<file path="src/rtl/cma_pkg.sv">
// package: operation codes, operand forms, cycle counts and carrier structs for the alu datapath
package cma_pkg;

  typedef enum logic [4:0] {
    CMA_OP_AND   = 5'h00,
    CMA_OP_OR    = 5'h01,
    CMA_OP_XOR   = 5'h02,
    CMA_OP_NOT   = 5'h03,
    CMA_OP_NEG   = 5'h04,
    CMA_OP_NORMALIZE_SHIFT  = 5'h05,
    CMA_OP_DIVB  = 5'h06,
    CMA_OP_DIVW  = 5'h07,
    CMA_OP_MULB  = 5'h08,
    CMA_OP_MULW  = 5'h09
  } cma_op_t;

  // where the second operand comes from
  typedef enum logic [1:0] {
    CMA_SRC_ACC = 2'h0,
    CMA_SRC_REG = 2'h1,
    CMA_SRC_MEM = 2'h2,
    CMA_SRC_IMM = 2'h3
  } cma_src_t;

  typedef enum logic [1:0] {
    CMA_SZ_BYTE = 2'h0,
    CMA_SZ_WORD = 2'h1,
    CMA_SZ_LONG = 2'h2
  } cma_size_t;

  typedef struct packed {
    cma_op_t    op;
    cma_src_t   src;
    cma_size_t  size;
    logic [31:0] acc;
    logic [31:0] opnd;
    logic [7:0]  addr_corr;
    logic        carry_in;
  } cma_req_t;

  typedef struct packed {
    logic [31:0] acc;
    logic [31:0] dest;
    logic        acc_we;
    logic        dest_we;
    logic [7:0]  gen_reg_zero;
    logic        gen_reg_zero_we;
    logic        flag_n;
    logic        flag_z;
    logic        flag_v;
    logic        flag_c;
    logic [3:0]  flag_we;
    logic [1:0]  mem_accesses;
    logic        rmw;
  } cma_rsp_t;

  // flag write-enable bit positions: {n, z, v, c}
  localparam int unsigned CMA_FWE_N = 3;
  localparam int unsigned CMA_FWE_Z = 2;
  localparam int unsigned CMA_FWE_V = 1;
  localparam int unsigned CMA_FWE_C = 0;

  localparam logic [7:0] CMA_DIVB_ACC_ZERO = 8'h03;
  localparam logic [7:0] CMA_DIVB_ACC_OVF  = 8'h07;
  localparam logic [7:0] CMA_DIVB_ACC_NORM = 8'h0f;
  localparam logic [7:0] CMA_DIVB_REG_ZERO = 8'h04;
  localparam logic [7:0] CMA_DIVB_REG_OVF  = 8'h08;
  localparam logic [7:0] CMA_DIVB_REG_NORM = 8'h10;
  localparam logic [7:0] CMA_DIVW_REG_ZERO = 8'h04;
  localparam logic [7:0] CMA_DIVW_REG_OVF  = 8'h07;
  localparam logic [7:0] CMA_DIVW_REG_NORM = 8'h16;
  localparam logic [7:0] CMA_DIVB_MEM_ZERO = 8'h06;
  localparam logic [7:0] CMA_DIVB_MEM_OVF  = 8'h09;
  localparam logic [7:0] CMA_DIVB_MEM_NORM = 8'h13;
  localparam logic [7:0] CMA_DIVW_MEM_ZERO = 8'h06;
  localparam logic [7:0] CMA_DIVW_MEM_OVF  = 8'h08;
  localparam logic [7:0] CMA_DIVW_MEM_NORM = 8'h1a;
  localparam logic [7:0] CMA_MULB_ACC_ZERO = 8'h03;
  localparam logic [7:0] CMA_MULB_ACC_NZ   = 8'h07;
  localparam logic [7:0] CMA_MULB_REG_ZERO = 8'h04;
  localparam logic [7:0] CMA_MULB_REG_NZ   = 8'h08;
  localparam logic [7:0] CMA_MULW_ACC_ZERO = 8'h03;
  localparam logic [7:0] CMA_MULW_ACC_NZ   = 8'h0b;
  localparam logic [7:0] CMA_MULW_REG_ZERO = 8'h04;
  localparam logic [7:0] CMA_MULW_REG_NZ   = 8'h0c;
  localparam logic [7:0] CMA_MUL_MEM_ZERO  = 8'h05;
  localparam logic [7:0] CMA_MULB_MEM_NZ   = 8'h09;
  localparam logic [7:0] CMA_MULW_MEM_NZ   = 8'h0d;
  localparam logic [7:0] CMA_LONG_REG_CYC  = 8'h06;
  localparam logic [7:0] CMA_LONG_MEM_CYC  = 8'h07;
  localparam logic [7:0] CMA_LOG_ACC_CYC   = 8'h02;
  localparam logic [7:0] CMA_LOG_REG_CYC   = 8'h03;
  localparam logic [7:0] CMA_LOG_MEM_CYC   = 8'h04;
  localparam logic [7:0] CMA_RMW_MEM_CYC   = 8'h05;
  localparam logic [7:0] CMA_NORMALIZE_SHIFT_ZERO_CYC = 8'h04;
  localparam logic [7:0] CMA_NORMALIZE_SHIFT_BASE_CYC = 8'h06;

  localparam logic [1:0] CMA_ACC_ONE = 2'h1;
  localparam logic [1:0] CMA_ACC_TWO = 2'h2;

endpackage

</file>
<file path="src/rtl/cma_divider.sv">
// combinational unsigned divide of the accumulator by a byte or word divisor
`timescale 1ns/100ps
`default_nettype none
module cma_divider (
  input  wire logic [31:0] dividend_i,
  input  wire logic [15:0] divisor_i,
  input  wire logic        word_i,
  output logic      [15:0] quot_o,
  output logic      [15:0] rem_o,
  output logic             zero_o,
  output logic             ovf_o
);
  logic [31:0] q_full;
  logic [31:0] r_full;
  logic [31:0] dvsr;

  always_comb begin
    dvsr = word_i ? {16'h0000, divisor_i} : {24'h000000, divisor_i[7:0]};
    // divide by zero is reported as overflow and writes no result
    if (dvsr == 32'h0000_0000) begin
      q_full = 32'h0000_0000;
      r_full = 32'h0000_0000;
    end else begin
      q_full = word_i ? dividend_i / dvsr : {16'h0000, dividend_i[15:0]} / dvsr;
      r_full = word_i ? dividend_i % dvsr : {16'h0000, dividend_i[15:0]} % dvsr;
    end
    quot_o = q_full[15:0];
    rem_o  = r_full[15:0];
    ovf_o  = (dvsr == 32'h0000_0000) || (word_i ? (q_full[31:16] != 16'h0000) : (q_full[15:8] != 8'h00));
    zero_o = !ovf_o && (word_i ? (q_full[15:0] == 16'h0000) : (q_full[7:0] == 8'h00));
  end
endmodule
`default_nettype wire

</file>
<file path="src/rtl/cma_normalizer.sv">
// leading-one search for the normalize operation
`timescale 1ns/100ps
`default_nettype none
module cma_normalizer #(
  parameter int unsigned WIDTH = 32
) (
  input  wire logic [WIDTH-1:0] value_i,
  output logic      [WIDTH-1:0] shifted_o,
  output logic      [7:0]       count_o,
  output logic                  all_zero_o
);
  logic [7:0] cnt;

  always_comb begin
    cnt = 8'h00;
    // scan from lsb upward so the highest set bit sets the final count
    for (int i = 0; i < WIDTH; i++) begin
      if (value_i[i]) begin
        cnt = 8'(WIDTH - 1 - i);
      end
    end
    all_zero_o = (value_i == '0);
    count_o    = all_zero_o ? 8'h00 : cnt;
    shifted_o  = value_i << count_o;
  end
endmodule
`default_nettype wire

</file>
<file path="src/rtl/cma_alu.sv">
// multiply/divide/logic datapath with data-dependent cycle timing
// ------------------------------------------------------------
// ------------------------------------------------------------
`timescale 1ns/100ps
`default_nettype none
module cma_alu
  import cma_pkg::*;
(
  input  wire logic              ref_clk_i,
  input  wire logic              nrst_i,
  input  wire logic              start_i,
  input  wire cma_pkg::cma_req_t req_i,
  output logic                   busy_o,
  output logic                   done_o,
  output cma_pkg::cma_rsp_t      rsp_o,
  output logic [7:0]             cycles_o
);
  import cma_pkg::*;

  // ------------------------------------------------------------
  // reset synchroniser
  // ------------------------------------------------------------
  logic rst_meta_r;
  logic rst_sync_r;

  always_ff @(posedge ref_clk_i or negedge nrst_i) begin
    if (!nrst_i) begin
      rst_meta_r <= 1'b0;
      rst_sync_r <= 1'b0;
    end else begin
      rst_meta_r <= 1'b1;
      rst_sync_r <= rst_meta_r;
    end
  end

  // ------------------------------------------------------------
  // arithmetic helpers
  // ------------------------------------------------------------
  logic [15:0] div_quot;
  logic [15:0] div_rem;
  logic        div_zero;
  logic        div_ovf;
  logic [31:0] div_dividend;
  logic [15:0] div_divisor;
  logic [31:0] nrm_shifted;
  logic [7:0]  nrm_count;
  logic        nrm_zero;

  cma_divider u_div (
    .dividend_i (div_dividend),
    .divisor_i  (div_divisor),
    .word_i     (req_i.op == CMA_OP_DIVW),
    .quot_o     (div_quot),
    .rem_o      (div_rem),
    .zero_o     (div_zero),
    .ovf_o      (div_ovf)
  );

  cma_normalizer #(.WIDTH(32)) u_nrm (
    .value_i    (req_i.acc),
    .shifted_o  (nrm_shifted),
    .count_o    (nrm_count),
    .all_zero_o (nrm_zero)
  );

  // sign bit of a result of the given size
  function automatic logic msb_of(input logic [31:0] v, input cma_size_t sz);
    case (sz)
      CMA_SZ_BYTE: msb_of = v[7];
      CMA_SZ_WORD: msb_of = v[15];
      default:     msb_of = v[31];
    endcase
  endfunction

  function automatic logic [31:0] mask_of(input logic [31:0] v, input cma_size_t sz);
    case (sz)
      CMA_SZ_BYTE: mask_of = {24'h000000, v[7:0]};
      CMA_SZ_WORD: mask_of = {16'h0000, v[15:0]};
      default:     mask_of = v;
    endcase
  endfunction

  // ------------------------------------------------------------
  // combinational result and cycle count
  // ------------------------------------------------------------
  cma_rsp_t    res;
  logic [7:0]  cyc;
  logic [31:0] lhs;
  logic [31:0] lres;
  logic [32:0] neg_full;
  logic [15:0] mul_a;
  logic [15:0] mul_b;
  logic        mem;

  always_comb begin
    res          = '0;
    cyc          = CMA_LOG_ACC_CYC;
    lres         = '0;
    neg_full     = '0;
    mul_a        = '0;
    mul_b        = '0;
    mem          = (req_i.src == CMA_SRC_MEM);
    lhs          = req_i.acc;
    div_dividend = req_i.acc;
    div_divisor  = req_i.opnd[15:0];
    res.acc      = req_i.acc;
    res.dest     = req_i.opnd;
    if (req_i.src == CMA_SRC_ACC && req_i.size == CMA_SZ_WORD) begin
      lhs = {16'h0000, req_i.acc[31:16]};
    end
    case (req_i.op)
      CMA_OP_AND, CMA_OP_OR, CMA_OP_XOR: begin
        case (req_i.op)
          CMA_OP_AND: lres = lhs & req_i.opnd;
          CMA_OP_OR:  lres = lhs | req_i.opnd;
          default:    lres = lhs ^ req_i.opnd;
        endcase
        if (req_i.src == CMA_SRC_ACC) begin
          lres = lhs & req_i.acc;
          if (req_i.op == CMA_OP_OR) lres = lhs | req_i.acc;
          if (req_i.op == CMA_OP_XOR) lres = lhs ^ req_i.acc;
        end
        lres          = mask_of(lres, req_i.size);
        res.acc       = lres;
        res.acc_we    = 1'b1;
        res.flag_n    = msb_of(lres, req_i.size);
        res.flag_z    = (lres == 32'h0000_0000);
        res.flag_v    = 1'b0;
        res.flag_c    = req_i.carry_in;
        res.flag_we   = 4'b1110;
        if (req_i.size == CMA_SZ_LONG) begin
          cyc = mem ? CMA_LONG_MEM_CYC + req_i.addr_corr : CMA_LONG_REG_CYC;
          res.mem_accesses = mem ? CMA_ACC_ONE : 2'h0;
        end else begin
          cyc = mem ? CMA_LOG_MEM_CYC + req_i.addr_corr
              : (req_i.src == CMA_SRC_REG ? CMA_LOG_REG_CYC : CMA_LOG_ACC_CYC);
          res.mem_accesses = mem ? CMA_ACC_ONE : 2'h0;
        end
      end
      CMA_OP_NOT: begin
        // the accumulator form inverts the accumulator itself
        lhs          = (req_i.src == CMA_SRC_ACC) ? req_i.acc : req_i.opnd;
        lres         = mask_of(~lhs, req_i.size);
        res.acc_we   = (req_i.src == CMA_SRC_ACC);
        res.dest_we  = !res.acc_we;
        res.acc      = res.acc_we ? lres : req_i.acc;
        res.dest     = lres;
        res.flag_n   = msb_of(lres, req_i.size);
        res.flag_z   = (lres == 32'h0000_0000);
        res.flag_c   = req_i.carry_in;
        res.flag_we  = 4'b1110;
        res.rmw      = mem;
        res.mem_accesses = mem ? CMA_ACC_TWO : 2'h0;
        cyc = mem ? CMA_RMW_MEM_CYC + req_i.addr_corr
            : (req_i.src == CMA_SRC_REG ? CMA_LOG_REG_CYC : CMA_LOG_ACC_CYC);
      end
      CMA_OP_NEG: begin
        lhs          = (req_i.src == CMA_SRC_ACC) ? req_i.acc : req_i.opnd;
        neg_full     = 33'h0 - {1'b0, mask_of(lhs, req_i.size)};
        lres         = mask_of(neg_full[31:0], req_i.size);
        res.acc_we   = (req_i.src == CMA_SRC_ACC);
        res.dest_we  = !res.acc_we;
        res.acc      = res.acc_we ? lres : req_i.acc;
        res.dest     = lres;
        res.flag_n   = msb_of(lres, req_i.size);
        res.flag_z   = (lres == 32'h0000_0000);
        // overflow only when the operand is the most negative value
        res.flag_v   = msb_of(lres, req_i.size) && msb_of(lhs, req_i.size);
        res.flag_c   = (mask_of(lhs, req_i.size) != 32'h0000_0000);
        res.flag_we  = 4'b1111;
        res.rmw      = mem;
        res.mem_accesses = mem ? CMA_ACC_TWO : 2'h0;
        cyc = mem ? CMA_RMW_MEM_CYC + req_i.addr_corr
            : (req_i.src == CMA_SRC_REG ? CMA_LOG_REG_CYC : CMA_LOG_ACC_CYC);
      end
      CMA_OP_NORMALIZE_SHIFT: begin
        res.acc             = nrm_shifted;
        res.acc_we          = 1'b1;
        res.gen_reg_zero    = nrm_count;
        res.gen_reg_zero_we = 1'b1;
        res.flag_z          = nrm_zero;
        res.flag_we         = 4'b0100;
        cyc = nrm_zero ? CMA_NORMALIZE_SHIFT_ZERO_CYC : CMA_NORMALIZE_SHIFT_BASE_CYC + nrm_count;
      end
      CMA_OP_DIVB, CMA_OP_DIVW: begin
        if (req_i.src == CMA_SRC_ACC) begin
          div_dividend = {16'h0000, req_i.acc[15:0]};
          div_divisor  = {8'h00, req_i.acc[7:0]};
        end
        res.flag_v  = div_ovf;
        res.flag_c  = req_i.carry_in;
        res.flag_we = 4'b0010;
        if (!div_ovf) begin
          if (req_i.op == CMA_OP_DIVB) begin
            if (req_i.src == CMA_SRC_ACC) begin
              res.acc = {req_i.acc[31:16], div_rem[7:0], div_quot[7:0]};
            end else begin
              res.acc     = {req_i.acc[31:8], div_quot[7:0]};
              res.dest    = {24'h000000, div_rem[7:0]};
              res.dest_we = 1'b1;
            end
          end else begin
            res.acc     = {req_i.acc[31:16], div_quot};
            res.dest    = {16'h0000, div_rem};
            res.dest_we = 1'b1;
          end
          res.acc_we = 1'b1;
        end
        if (req_i.op == CMA_OP_DIVB) begin
          case (req_i.src)
            CMA_SRC_ACC: cyc = div_zero ? CMA_DIVB_ACC_ZERO : (div_ovf ? CMA_DIVB_ACC_OVF : CMA_DIVB_ACC_NORM);
            CMA_SRC_MEM: cyc = (div_zero ? CMA_DIVB_MEM_ZERO : (div_ovf ? CMA_DIVB_MEM_OVF : CMA_DIVB_MEM_NORM))
                               + req_i.addr_corr;
            default:     cyc = div_zero ? CMA_DIVB_REG_ZERO : (div_ovf ? CMA_DIVB_REG_OVF : CMA_DIVB_REG_NORM);
          endcase
        end else if (mem) begin
          cyc = (div_zero ? CMA_DIVW_MEM_ZERO : (div_ovf ? CMA_DIVW_MEM_OVF : CMA_DIVW_MEM_NORM))
                + req_i.addr_corr;
        end else begin
          cyc = div_zero ? CMA_DIVW_REG_ZERO : (div_ovf ? CMA_DIVW_REG_OVF : CMA_DIVW_REG_NORM);
        end
        if (mem) begin
          res.mem_accesses = (div_zero || div_ovf) ? CMA_ACC_ONE : CMA_ACC_TWO;
        end
      end
      CMA_OP_MULB: begin
        mul_a = {8'h00, req_i.src == CMA_SRC_ACC ? req_i.acc[15:8] : req_i.acc[7:0]};
        mul_b = {8'h00, req_i.src == CMA_SRC_ACC ? req_i.acc[7:0] : req_i.opnd[7:0]};
        res.acc    = {req_i.acc[31:16], mul_a * mul_b};
        res.acc_we = 1'b1;
        case (req_i.src)
          CMA_SRC_ACC: cyc = (mul_a[7:0] == 8'h00) ? CMA_MULB_ACC_ZERO : CMA_MULB_ACC_NZ;
          CMA_SRC_MEM: cyc = ((mul_b[7:0] == 8'h00) ? CMA_MUL_MEM_ZERO : CMA_MULB_MEM_NZ)
                             + req_i.addr_corr;
          default:     cyc = (mul_b[7:0] == 8'h00) ? CMA_MULB_REG_ZERO : CMA_MULB_REG_NZ;
        endcase
        res.mem_accesses = mem ? CMA_ACC_ONE : 2'h0;
      end
      CMA_OP_MULW: begin
        mul_a = (req_i.src == CMA_SRC_ACC) ? req_i.acc[31:16] : req_i.acc[15:0];
        mul_b = (req_i.src == CMA_SRC_ACC) ? req_i.acc[15:0] : req_i.opnd[15:0];
        res.acc    = {16'h0000, mul_a} * {16'h0000, mul_b};
        res.acc_we = 1'b1;
        case (req_i.src)
          CMA_SRC_ACC: cyc = (mul_a == 16'h0000) ? CMA_MULW_ACC_ZERO : CMA_MULW_ACC_NZ;
          CMA_SRC_MEM: cyc = ((mul_b == 16'h0000) ? CMA_MUL_MEM_ZERO : CMA_MULW_MEM_NZ)
                             + req_i.addr_corr;
          default:     cyc = (mul_b == 16'h0000) ? CMA_MULW_REG_ZERO : CMA_MULW_REG_NZ;
        endcase
        res.mem_accesses = mem ? CMA_ACC_ONE : 2'h0;
      end
      default: begin
        cyc = CMA_LOG_ACC_CYC;
      end
    endcase
  end

  // ------------------------------------------------------------
  // sequencer: holds the result until the counted cycles elapse
  // ------------------------------------------------------------
  typedef enum logic [1:0] {
    CMA_ST_IDLE = 2'b00,
    CMA_ST_RUN  = 2'b01,
    CMA_ST_DONE = 2'b10
  } cma_state_t;

  cma_state_t  state_r;
  cma_state_t  state_nxt;
  logic [7:0]  cnt_r;
  logic [7:0]  cnt_nxt;
  logic [7:0]  cyc_r;
  logic [7:0]  cyc_nxt;
  cma_rsp_t    rsp_r;
  cma_rsp_t    rsp_nxt;

  always_comb begin
    state_nxt = state_r;
    cnt_nxt   = cnt_r;
    cyc_nxt   = cyc_r;
    rsp_nxt   = rsp_r;
    case (state_r)
      CMA_ST_IDLE: begin
        if (start_i) begin
          rsp_nxt = res;
          cyc_nxt = cyc;
          // the start cycle itself counts as the first cycle
          cnt_nxt   = cyc - 8'h01;
          state_nxt = (cyc <= 8'h01) ? CMA_ST_DONE : CMA_ST_RUN;
        end
      end
      CMA_ST_RUN: begin
        cnt_nxt = cnt_r - 8'h01;
        if (cnt_r <= 8'h01) begin
          state_nxt = CMA_ST_DONE;
        end
      end
      CMA_ST_DONE: begin
        state_nxt = CMA_ST_IDLE;
      end
      default: begin
        state_nxt = CMA_ST_IDLE;
      end
    endcase
  end

  always_ff @(posedge ref_clk_i or negedge rst_sync_r) begin
    if (!rst_sync_r) begin
      state_r <= CMA_ST_IDLE;
      cnt_r   <= 8'h00;
      cyc_r   <= 8'h00;
      rsp_r   <= '0;
    end else begin
      state_r <= state_nxt;
      cnt_r   <= cnt_nxt;
      cyc_r   <= cyc_nxt;
      rsp_r   <= rsp_nxt;
    end
  end

  assign busy_o   = (state_r == CMA_ST_RUN);
  assign done_o   = (state_r == CMA_ST_DONE);
  assign rsp_o    = rsp_r;
  assign cycles_o = cyc_r;

endmodule
`default_nettype wire

</file>
<file path="config.mk">
export PLATFORM = sky130hd
export DESIGN_NAME = cma_alu
export DESIGN_NICKNAME = d
export VERILOG_FILES = /design/src/rtl/cma_pkg.sv /design/src/rtl/cma_divider.sv /design/src/rtl/cma_normalizer.sv /design/src/rtl/cma_alu.sv
export SDC_FILE = /design/constraint.sdc
export NUM_CORES = 2
export LEC_CHECK = 0
export BUFFER_PORTS_ARGS = -buffer_cell sky130_fd_sc_hd__buf_2
export CELL_PAD_IN_SITES_DETAIL_PLACEMENT = 0
export CELL_PAD_IN_SITES_GLOBAL_PLACEMENT = 1
export CORE_ASPECT_RATIO = 0.7
export CORE_UTILIZATION = 29
export DETAILED_ROUTE_END_ITERATION = 10
export HOLD_SLACK_MARGIN = 0.15
export PLACE_DENSITY = 0.65
export REMOVE_ABC_BUFFERS = 1
export SETUP_SLACK_MARGIN = 0.2
export SKIP_CTS_REPAIR_TIMING = 1
export SLEW_MARGIN = 20
export SYNTH_ARGS = -nofsm -noshare
export SYNTH_HDL_FRONTEND = slang
export SYNTH_SLANG_ARGS = --single-unit
</file>
<file path="constraint.sdc">
create_clock -name ref_clk_i -period 2.8 [get_ports ref_clk_i]
set_input_delay 0.14 -clock ref_clk_i [delete_from_list [all_inputs] [get_ports ref_clk_i]]
set_output_delay 0.14 -clock ref_clk_i [all_outputs]
set_load 0.05 [all_outputs]
</file>
# [Word level (Yosys, flattened, before mapping)]
# Index checks and enable logic that the tools add are counted.
[totals] output_inout_bits=96 register_bits=106 inputBits=85
[classes] bitwise_logic=7 n_addsub=11 n_lt_le_gt_ge=2 n_reduce_logical=36 mul=2 div=4 eq_ne=17 n_shift=1 mux=126
[op_table] operator="$mux 32" n=16
[op_table] operator="$pmux 32 s2" n=5
[op_table] operator="$pmux 32 s7" n=1
[op_table] operator="$mux 5" n=41
[op_table] operator="$logic_not 32->1" n=5
[op_table] operator="$mux 16" n=8
[op_table] operator="$pmux 32 s3" n=1
[op_table] operator="$mux 8" n=10
[op_table] operator="$and 32x32->32" n=2
[op_table] operator="$or 32x32->32" n=2
[op_table] operator="$pmux 8 s2" n=4
[op_table] operator="$xor 32x32->32" n=2
[op_table] operator="$mux 50" n=1
[op_table] operator="$logic_not 16->1" n=3
[op_table] operator="$mux 48" n=1
[op_table] operator="$pmux 8 s6" n=1
[op_table] operator="$add 3x8->8 const A" n=4
[op_table] operator="$div 16x32->32" n=1
[op_table] operator="$div 32x32->32" n=1
[op_table] operator="$mod 16x32->32" n=1
[op_table] operator="$mod 32x32->32" n=1
[op_table] operator="$mul 16x16->32" n=1
[op_table] operator="$not 32->32" n=1
[op_table] operator="$reduce_bool 32->1" n=1
[op_table] operator="other kinds (41)" n=92

# [Longest topological paths before layout]
[logic_depth] depth_word=40 depth_mapped=505 ltp_nobuf=462

# [Hierarchy]
# From an unflattened synthesis, not the netlist that was laid out.
[unflattened] hier_cells=6882 area_unflattened_um2=49974.2
[modules_own_cells] mod="cma_alu" instances=1 area_each_um2=24537.3 seq_area_each_um2=2652.5 cells_per_inst=3285
[modules_own_cells] mod="cma_divider" instances=1 area_each_um2=23425.0 seq_area_each_um2=0.0 cells_per_inst=3315
[modules_own_cells] mod="cma_normalizer" instances=1 area_each_um2=2011.9 seq_area_each_um2=0.0 cells_per_inst=282

# [Worst setup path after synthesis]
# Ideal clock, no wire load.
[synth_path] path_type="input -> register" from="input port req_i[76] (netlist name)" to="register cnt_r[6]" setup_ps=69 t_arrival_ps=98937 path_slack_ps=-96205 t_required_ps=2731 path_stages=478 path_buffers=56 path_cell_list="buf_4 or2_1 buf_4 buf_6 nand2_1 o21ai_1 inv_1 nor2_1 a21oi_1 ha_1 a41oi_1 a31oi_1 ha_1 o21a_1 a2bb2o_1 or3_1 mux2i_1 ha_1 (+442 left out) o31a_1 o21ai_0 and3b_1 o311a_1 o211ai_1 a211oi_2 and3_1 inv_1 ha_1 a21oi_1 a211oi_1 a2111oi_0 ha_1 inv_1 or2_2 nor2_1 or4b_1 nand3_1"
[synth_via] elab_chain_len=20 word_cells_on_any_way=64 cone_classes="add/sub (5); div (2); eq/ne (2); mux (42); reduce/logical (13)"
[synth_lines] item="from (decl)" line="cma_alu.sv:12" rtl="input wire cma_pkg::cma_req_t req_i,"
[synth_lines] item="$logic_not 2->1"
[synth_lines] item="$mux 16" line="cma_alu.sv:186" rtl="if (req_i.src == CMA_SRC_ACC) begin"
[synth_lines] item="$mux 16" line="cma_alu.sv:111" rtl="case (req_i.op)"
[synth_lines] item="$mux 16" line="cma_divider.sv:18" rtl="dvsr = word_i ? {16'h0000, divisor_i} : {24'h000000, divisor_i[7:0]};"
[synth_lines] item="$div 16x32->32 / $div 32x32->32 (equally long branches)" line="cma_divider.sv:24" rtl="q_full = word_i ? dividend_i / dvsr : {16'h0000, dividend_i[15:0]} / dvsr;"
[synth_lines] item="$mux 32" line="cma_divider.sv:24"
[synth_lines] item="$mux 32" line="cma_divider.sv:20" rtl="if (dvsr == 32'h0000_0000) begin"
[synth_lines] item="$reduce_bool 16->1 / $reduce_bool 8->1 (equally long branches)" line="cma_divider.sv:29" rtl="ovf_o = (dvsr == 32'h0000_0000) || (word_i ? (q_full[31:16] != 16'h0000) : (q_full[15:8] != 8'h00));"
[synth_lines] item="(+4 left out)"
[synth_lines] item="$mux 5, on equally long branches" line="cma_alu.sv:212, cma_alu.sv:217"
[synth_lines] item="$add 5x8->8, on equally long branches" line="cma_alu.sv:213, cma_alu.sv:218"
[synth_lines] item="$pmux 8 s2 / $mux 8 (equally long branches)" line="cma_alu.sv:210, cma_alu.sv:216"
[synth_lines] item="$mux 8" line="cma_alu.sv:209" rtl="if (req_i.op == CMA_OP_DIVB) begin"
[synth_lines] item="$pmux 8 s6 (*)" line="cma_alu.sv:111"
[synth_lines] item="$sub 8x1->8 (*)" line="cma_alu.sv:287" rtl="cnt_nxt = cyc - 8'h01;"
[synth_lines] item="$mux 8 (*)" line="cma_alu.sv:283" rtl="if (start_i) begin"
[synth_lines] item="$pmux 8 s2 (*)" line="cma_alu.sv:281" rtl="case (state_r)"
[synth_lines] item="to (signal assigned)" line="cma_alu.sv:314" rtl="cnt_r <= cnt_nxt;"
[synth_lines] item="to (decl)" line="cma_alu.sv:269" rtl="logic [7:0] cnt_r;"
# Mark *: on every way between the ends. The rest lies on a longest branch, timed or not. The select of a mux whose other input is x is not followed.
# A chain may end at the register's enable or synchronous reset.

# [Worst setup path after layout]
[layout_path] from="input port req_i[81] (netlist name)" to="register state_r[1]"
[layout_via] elab_chain_len=21 word_cells_on_any_way=50 cone_classes="add/sub (2); div (2); order compare (1); eq/ne (9); mux (24); reduce/logical (12)"
[layout_lines] item="$eq 5x3->1, on equally long branches" line="cma_alu.sv:111, cma_alu.sv:209, cma_alu.sv:52"
[layout_lines] item="$reduce_or 2->1" line="cma_alu.sv:111"
[layout_lines] item="$mux 16" line="cma_alu.sv:111"
[layout_lines] item="$mux 16" line="cma_divider.sv:18"
[layout_lines] item="$div 16x32->32 / $div 32x32->32 (equally long branches)" line="cma_divider.sv:24"
[layout_lines] item="$mux 32" line="cma_divider.sv:24"
[layout_lines] item="$mux 32" line="cma_divider.sv:20"
[layout_lines] item="$reduce_bool 16->1 / $reduce_bool 8->1 (equally long branches)" line="cma_divider.sv:29"
[layout_lines] item="(+5 left out)"
[layout_lines] item="$add 5x8->8, on equally long branches" line="cma_alu.sv:213, cma_alu.sv:218"
[layout_lines] item="$pmux 8 s2 / $mux 8 (equally long branches)" line="cma_alu.sv:210, cma_alu.sv:216"
[layout_lines] item="$mux 8" line="cma_alu.sv:209"
[layout_lines] item="$pmux 8 s6 (*)" line="cma_alu.sv:111"
[layout_lines] item="$le 8x1->1 (*)" line="cma_alu.sv:288" rtl="state_nxt = (cyc <= 8'h01) ? CMA_ST_DONE : CMA_ST_RUN;"
[layout_lines] item="$mux 2 (*)" line="cma_alu.sv:288"
[layout_lines] item="$mux 2 (*)" line="cma_alu.sv:283"
[layout_lines] item="$pmux 2 s2 (*)" line="cma_alu.sv:281"
[layout_lines] item="to (signal assigned)" line="cma_alu.sv:313" rtl="state_r <= state_nxt;"
[layout_lines] item="to (decl)" line="cma_alu.sv:267" rtl="cma_state_t state_r;"
# Marked as above.

==> flow_summary.ini <==
[synth]
synth_cell_types = 136
yosys-top-cells-count = nand2_1, nor2_1, ha_1, a21oi_1, inv_1
synth_ff_type = dfrtp_1
yosysWarnings = 0
synth_largest_area_cell = ha_1
yosysMostFrequentCell = nand2_1
synth-seq-cells = 103
ys_seq_area_frac = 0.05405
async_flop_share = 1.000
synth_area_per_cell_um2 = 7.095
netlist.area_leader.share = 0.1705
synth_area_um2 = 47690
synth_edf_count = 0
synth.area.top_cells = ha_1, fa_1, nand2_1
synthCells = 6721

[sta]
setup_violations = 92
slew_viol_final = 0
fin_crit_ns = 85.97
holdWs_ns = 0.1360
fin_ws_ns = -83.17
clock_skew_ns = 0.02841
fmax_ghz = 0.01163
fin_setup_tns_ns = -5152.38
rsz0062_at_grt = true
hold_viol_final = 0
slew_headroom = 0.2101
worstMarginPinSlew_ns = 1.170
fin_crit_sh = 30.70

[critical_path]
cp-end-kind = flip-flop
start_kind = primary input
critPathMaxStageDelay_ns = 0.46
critPathSlowestCell = or3_4
cp.required_ns = 3.18
arrival_ns = 86.35
path_class = in -> reg
r2r_setup_slack_ns = 0.41
r2r-end = cnt_r[6]
crit_fanout = 8
r2r_cells = 6
worst_path_most_repeated_cell = o21a_1
timing.rr.start = state_r[0]

[floorplan]
ioPinCount = 181
start_util = 0.2922
die_height_um = 341.3
core_um2 = 163200
die_area_um2 = 166100
rows = 124
die_w_um = 486.7

[global_routing]
grt_start_max_net_pins = 102
grt_pass1_vias = 58340
antenna_found_initial = 19
grt_util_all_layers = 0.3229
grt_pass1_wl_mm = 398.7
overflow = 0

[detailed_routing]
wirelength_mm = 282.1
wl_per_cell_um = 24.56
drc = 0
drtIter0Drc = 6839
postRouteAntennaNets = 0
drt_pass1_iterations = 8
num_vias = 63100
viasPerCell = 5.495

[finish]
final_nets = 10230
fin_util = 0.4599
multi_input_area_um2 = 45640
postLayoutCellArea_um2 = 75060
n_fill_cell = 16540
regArea_um2 = 2581
area_growth_pct = 57.40
drive_above_1_share = 0.3945

[clock_network]
cts_sinks = 103
clockBufferDepth = 2
numCtsBuffers = 9
clock_latency_ns = 0.47
htree_levels = 3
cts_tree = built
cts_root_buffer = clkbuf_16
cts.clk_slew.worst_paths_ns = 0.09

[flow_run]
cap_viol_max_count = 0

[placed_design]
hpwl_mm = 231.7
placed_area_um2 = 69250
routabilityCongestion = 1.067
io_buffers = 177

[hold_path]
holdPathStages = 4
hold_end = rsp_o[45]
min-delay-start = req_i[32]
min_path_type = in -> reg

[run_status]
outcome = finished with violations
violations = setup timing
## registers in the layout, indices dropped and copies added, names as in the netlist
| signal | count |
|---|---|
| cnt_r | 8 |
| cycles_o | 8 |
| rsp_o | 83 |
| rst_meta_r | 1 |
| rst_sync_r | 1 |
| state_r | 2 |
## layer usage
layer / routed length (µm) / up-vias / track usage
met5: 292 / - / 0
met3: 30050 / 364 / 0.08583
met1: 137100 / 30700 / 0.4983
met4: 7376 / 10 / 0.07308
met2: 107300 / 2724 / 0.4316
li1: - / 29300 / -
## logic make-up (layout without fill, tap and decap cells)
| logic type | after synthesis | in the layout | share of synthesized area |
|---|---|---|---|
| fa+ha+maj | 883 | 883 | 0.2684 |
| compound gates | 2032 | 2032 | 0.2817 |
| buf+inv | 806 | 3351 | 0.06685 |
| simple gates | 2436 | 2436 | 0.2370 |
| xor+xnor | 275 | 275 | 0.05051 |
| other cells | 2 | 14 | 0.0001575 |
| mux | 184 | 184 | 0.04135 |
| flops | 103 | 103 | 0.05405 |
## worst max path at each step
stage / startpoint / to / slack, ns / cells after the start
final: req_i[81] / state_r[1] / -83.17 / 462
after global routing: req_i[81] / state_r[1] / -87.02 / 468
after CTS: req_i[80] / state_r[1] / -88.70 / 448
after detailed placement: req_i[80] / state_r[1] / -88.68 / 447
after global placement: req_i[76] / state_r[1] / -86.02 / 454
after floorplan: req_i[75] / cnt_r[6] / -98.97 / 424
## stage by stage
step                cells  setup slack [ns]
floorplan            6381            -98.97
global placement    11260            -86.02
detailed placement  11260            -88.68
CTS                 11280            -88.70
global route        11480            -87.02
finish              11480            -83.17
## cells in the final DEF, fill, tap and decap left out, types with 32 or more instances in the layout
| master | instances |
|---|---|
| buf_4 | 2566 |
| buf_12 | 38 |
| ha_1 | 576 |
| mux2_2 | 61 |
| xnor2_1 | 177 |
| buf_6 | 71 |
| a21o_1 | 98 |
| dfrtp_1 | 102 |
| o21a_1 | 212 |
| o21ai_1 | 87 |
| nor3_1 | 240 |
| nand4_1 | 71 |
| nand2_1 | 831 |
| xor2_1 | 90 |
| nand3_1 | 107 |
| nor2_1 | 607 |
| a21oi_2 | 87 |
| and3_1 | 41 |
| inv_1 | 448 |
| ha_4 | 60 |
| nor2b_1 | 47 |
| a21oi_1 | 363 |
| and2_1 | 51 |
| or3_1 | 43 |
| a211oi_1 | 68 |
| o21bai_1 | 32 |
| fa_1 | 230 |
| o31ai_1 | 103 |
| a31oi_1 | 39 |
| mux2i_1 | 88 |
| or2_2 | 51 |
| nor2_2 | 33 |
| o211ai_1 | 73 |
| o21ai_0 | 352 |
| buf_2 | 174 |
| o21ai_2 | 40 |
| nand2b_1 | 50 |
| o22ai_1 | 50 |
## worst max-delay path, delay by kind of cell
kind / cells / cell delay [ns]
buffers and inverters: 48 / 6.26
AO/OA/AOI/OAI: 264 / 48.08
multiplexers: 14 / 3.42
AND/OR/NAND/NOR: 104 / 19.86
adder cells (fa/ha/maj): 32 / 8.40
## cell type report
type	count	share of cell area
antenna	10	0.0003334
inverter	464	0.02330
multi-input combinational	5814	0.6081
sequential	103	0.03439
tap	2205	0.03676
clock inverter	7	0.001184
timing repair buffer	2871	0.2930
clock buffer	9	0.003000
Power is not shown: default switching activity piles up to over one toggle a cycle in this logic, so the estimate is an artifact.
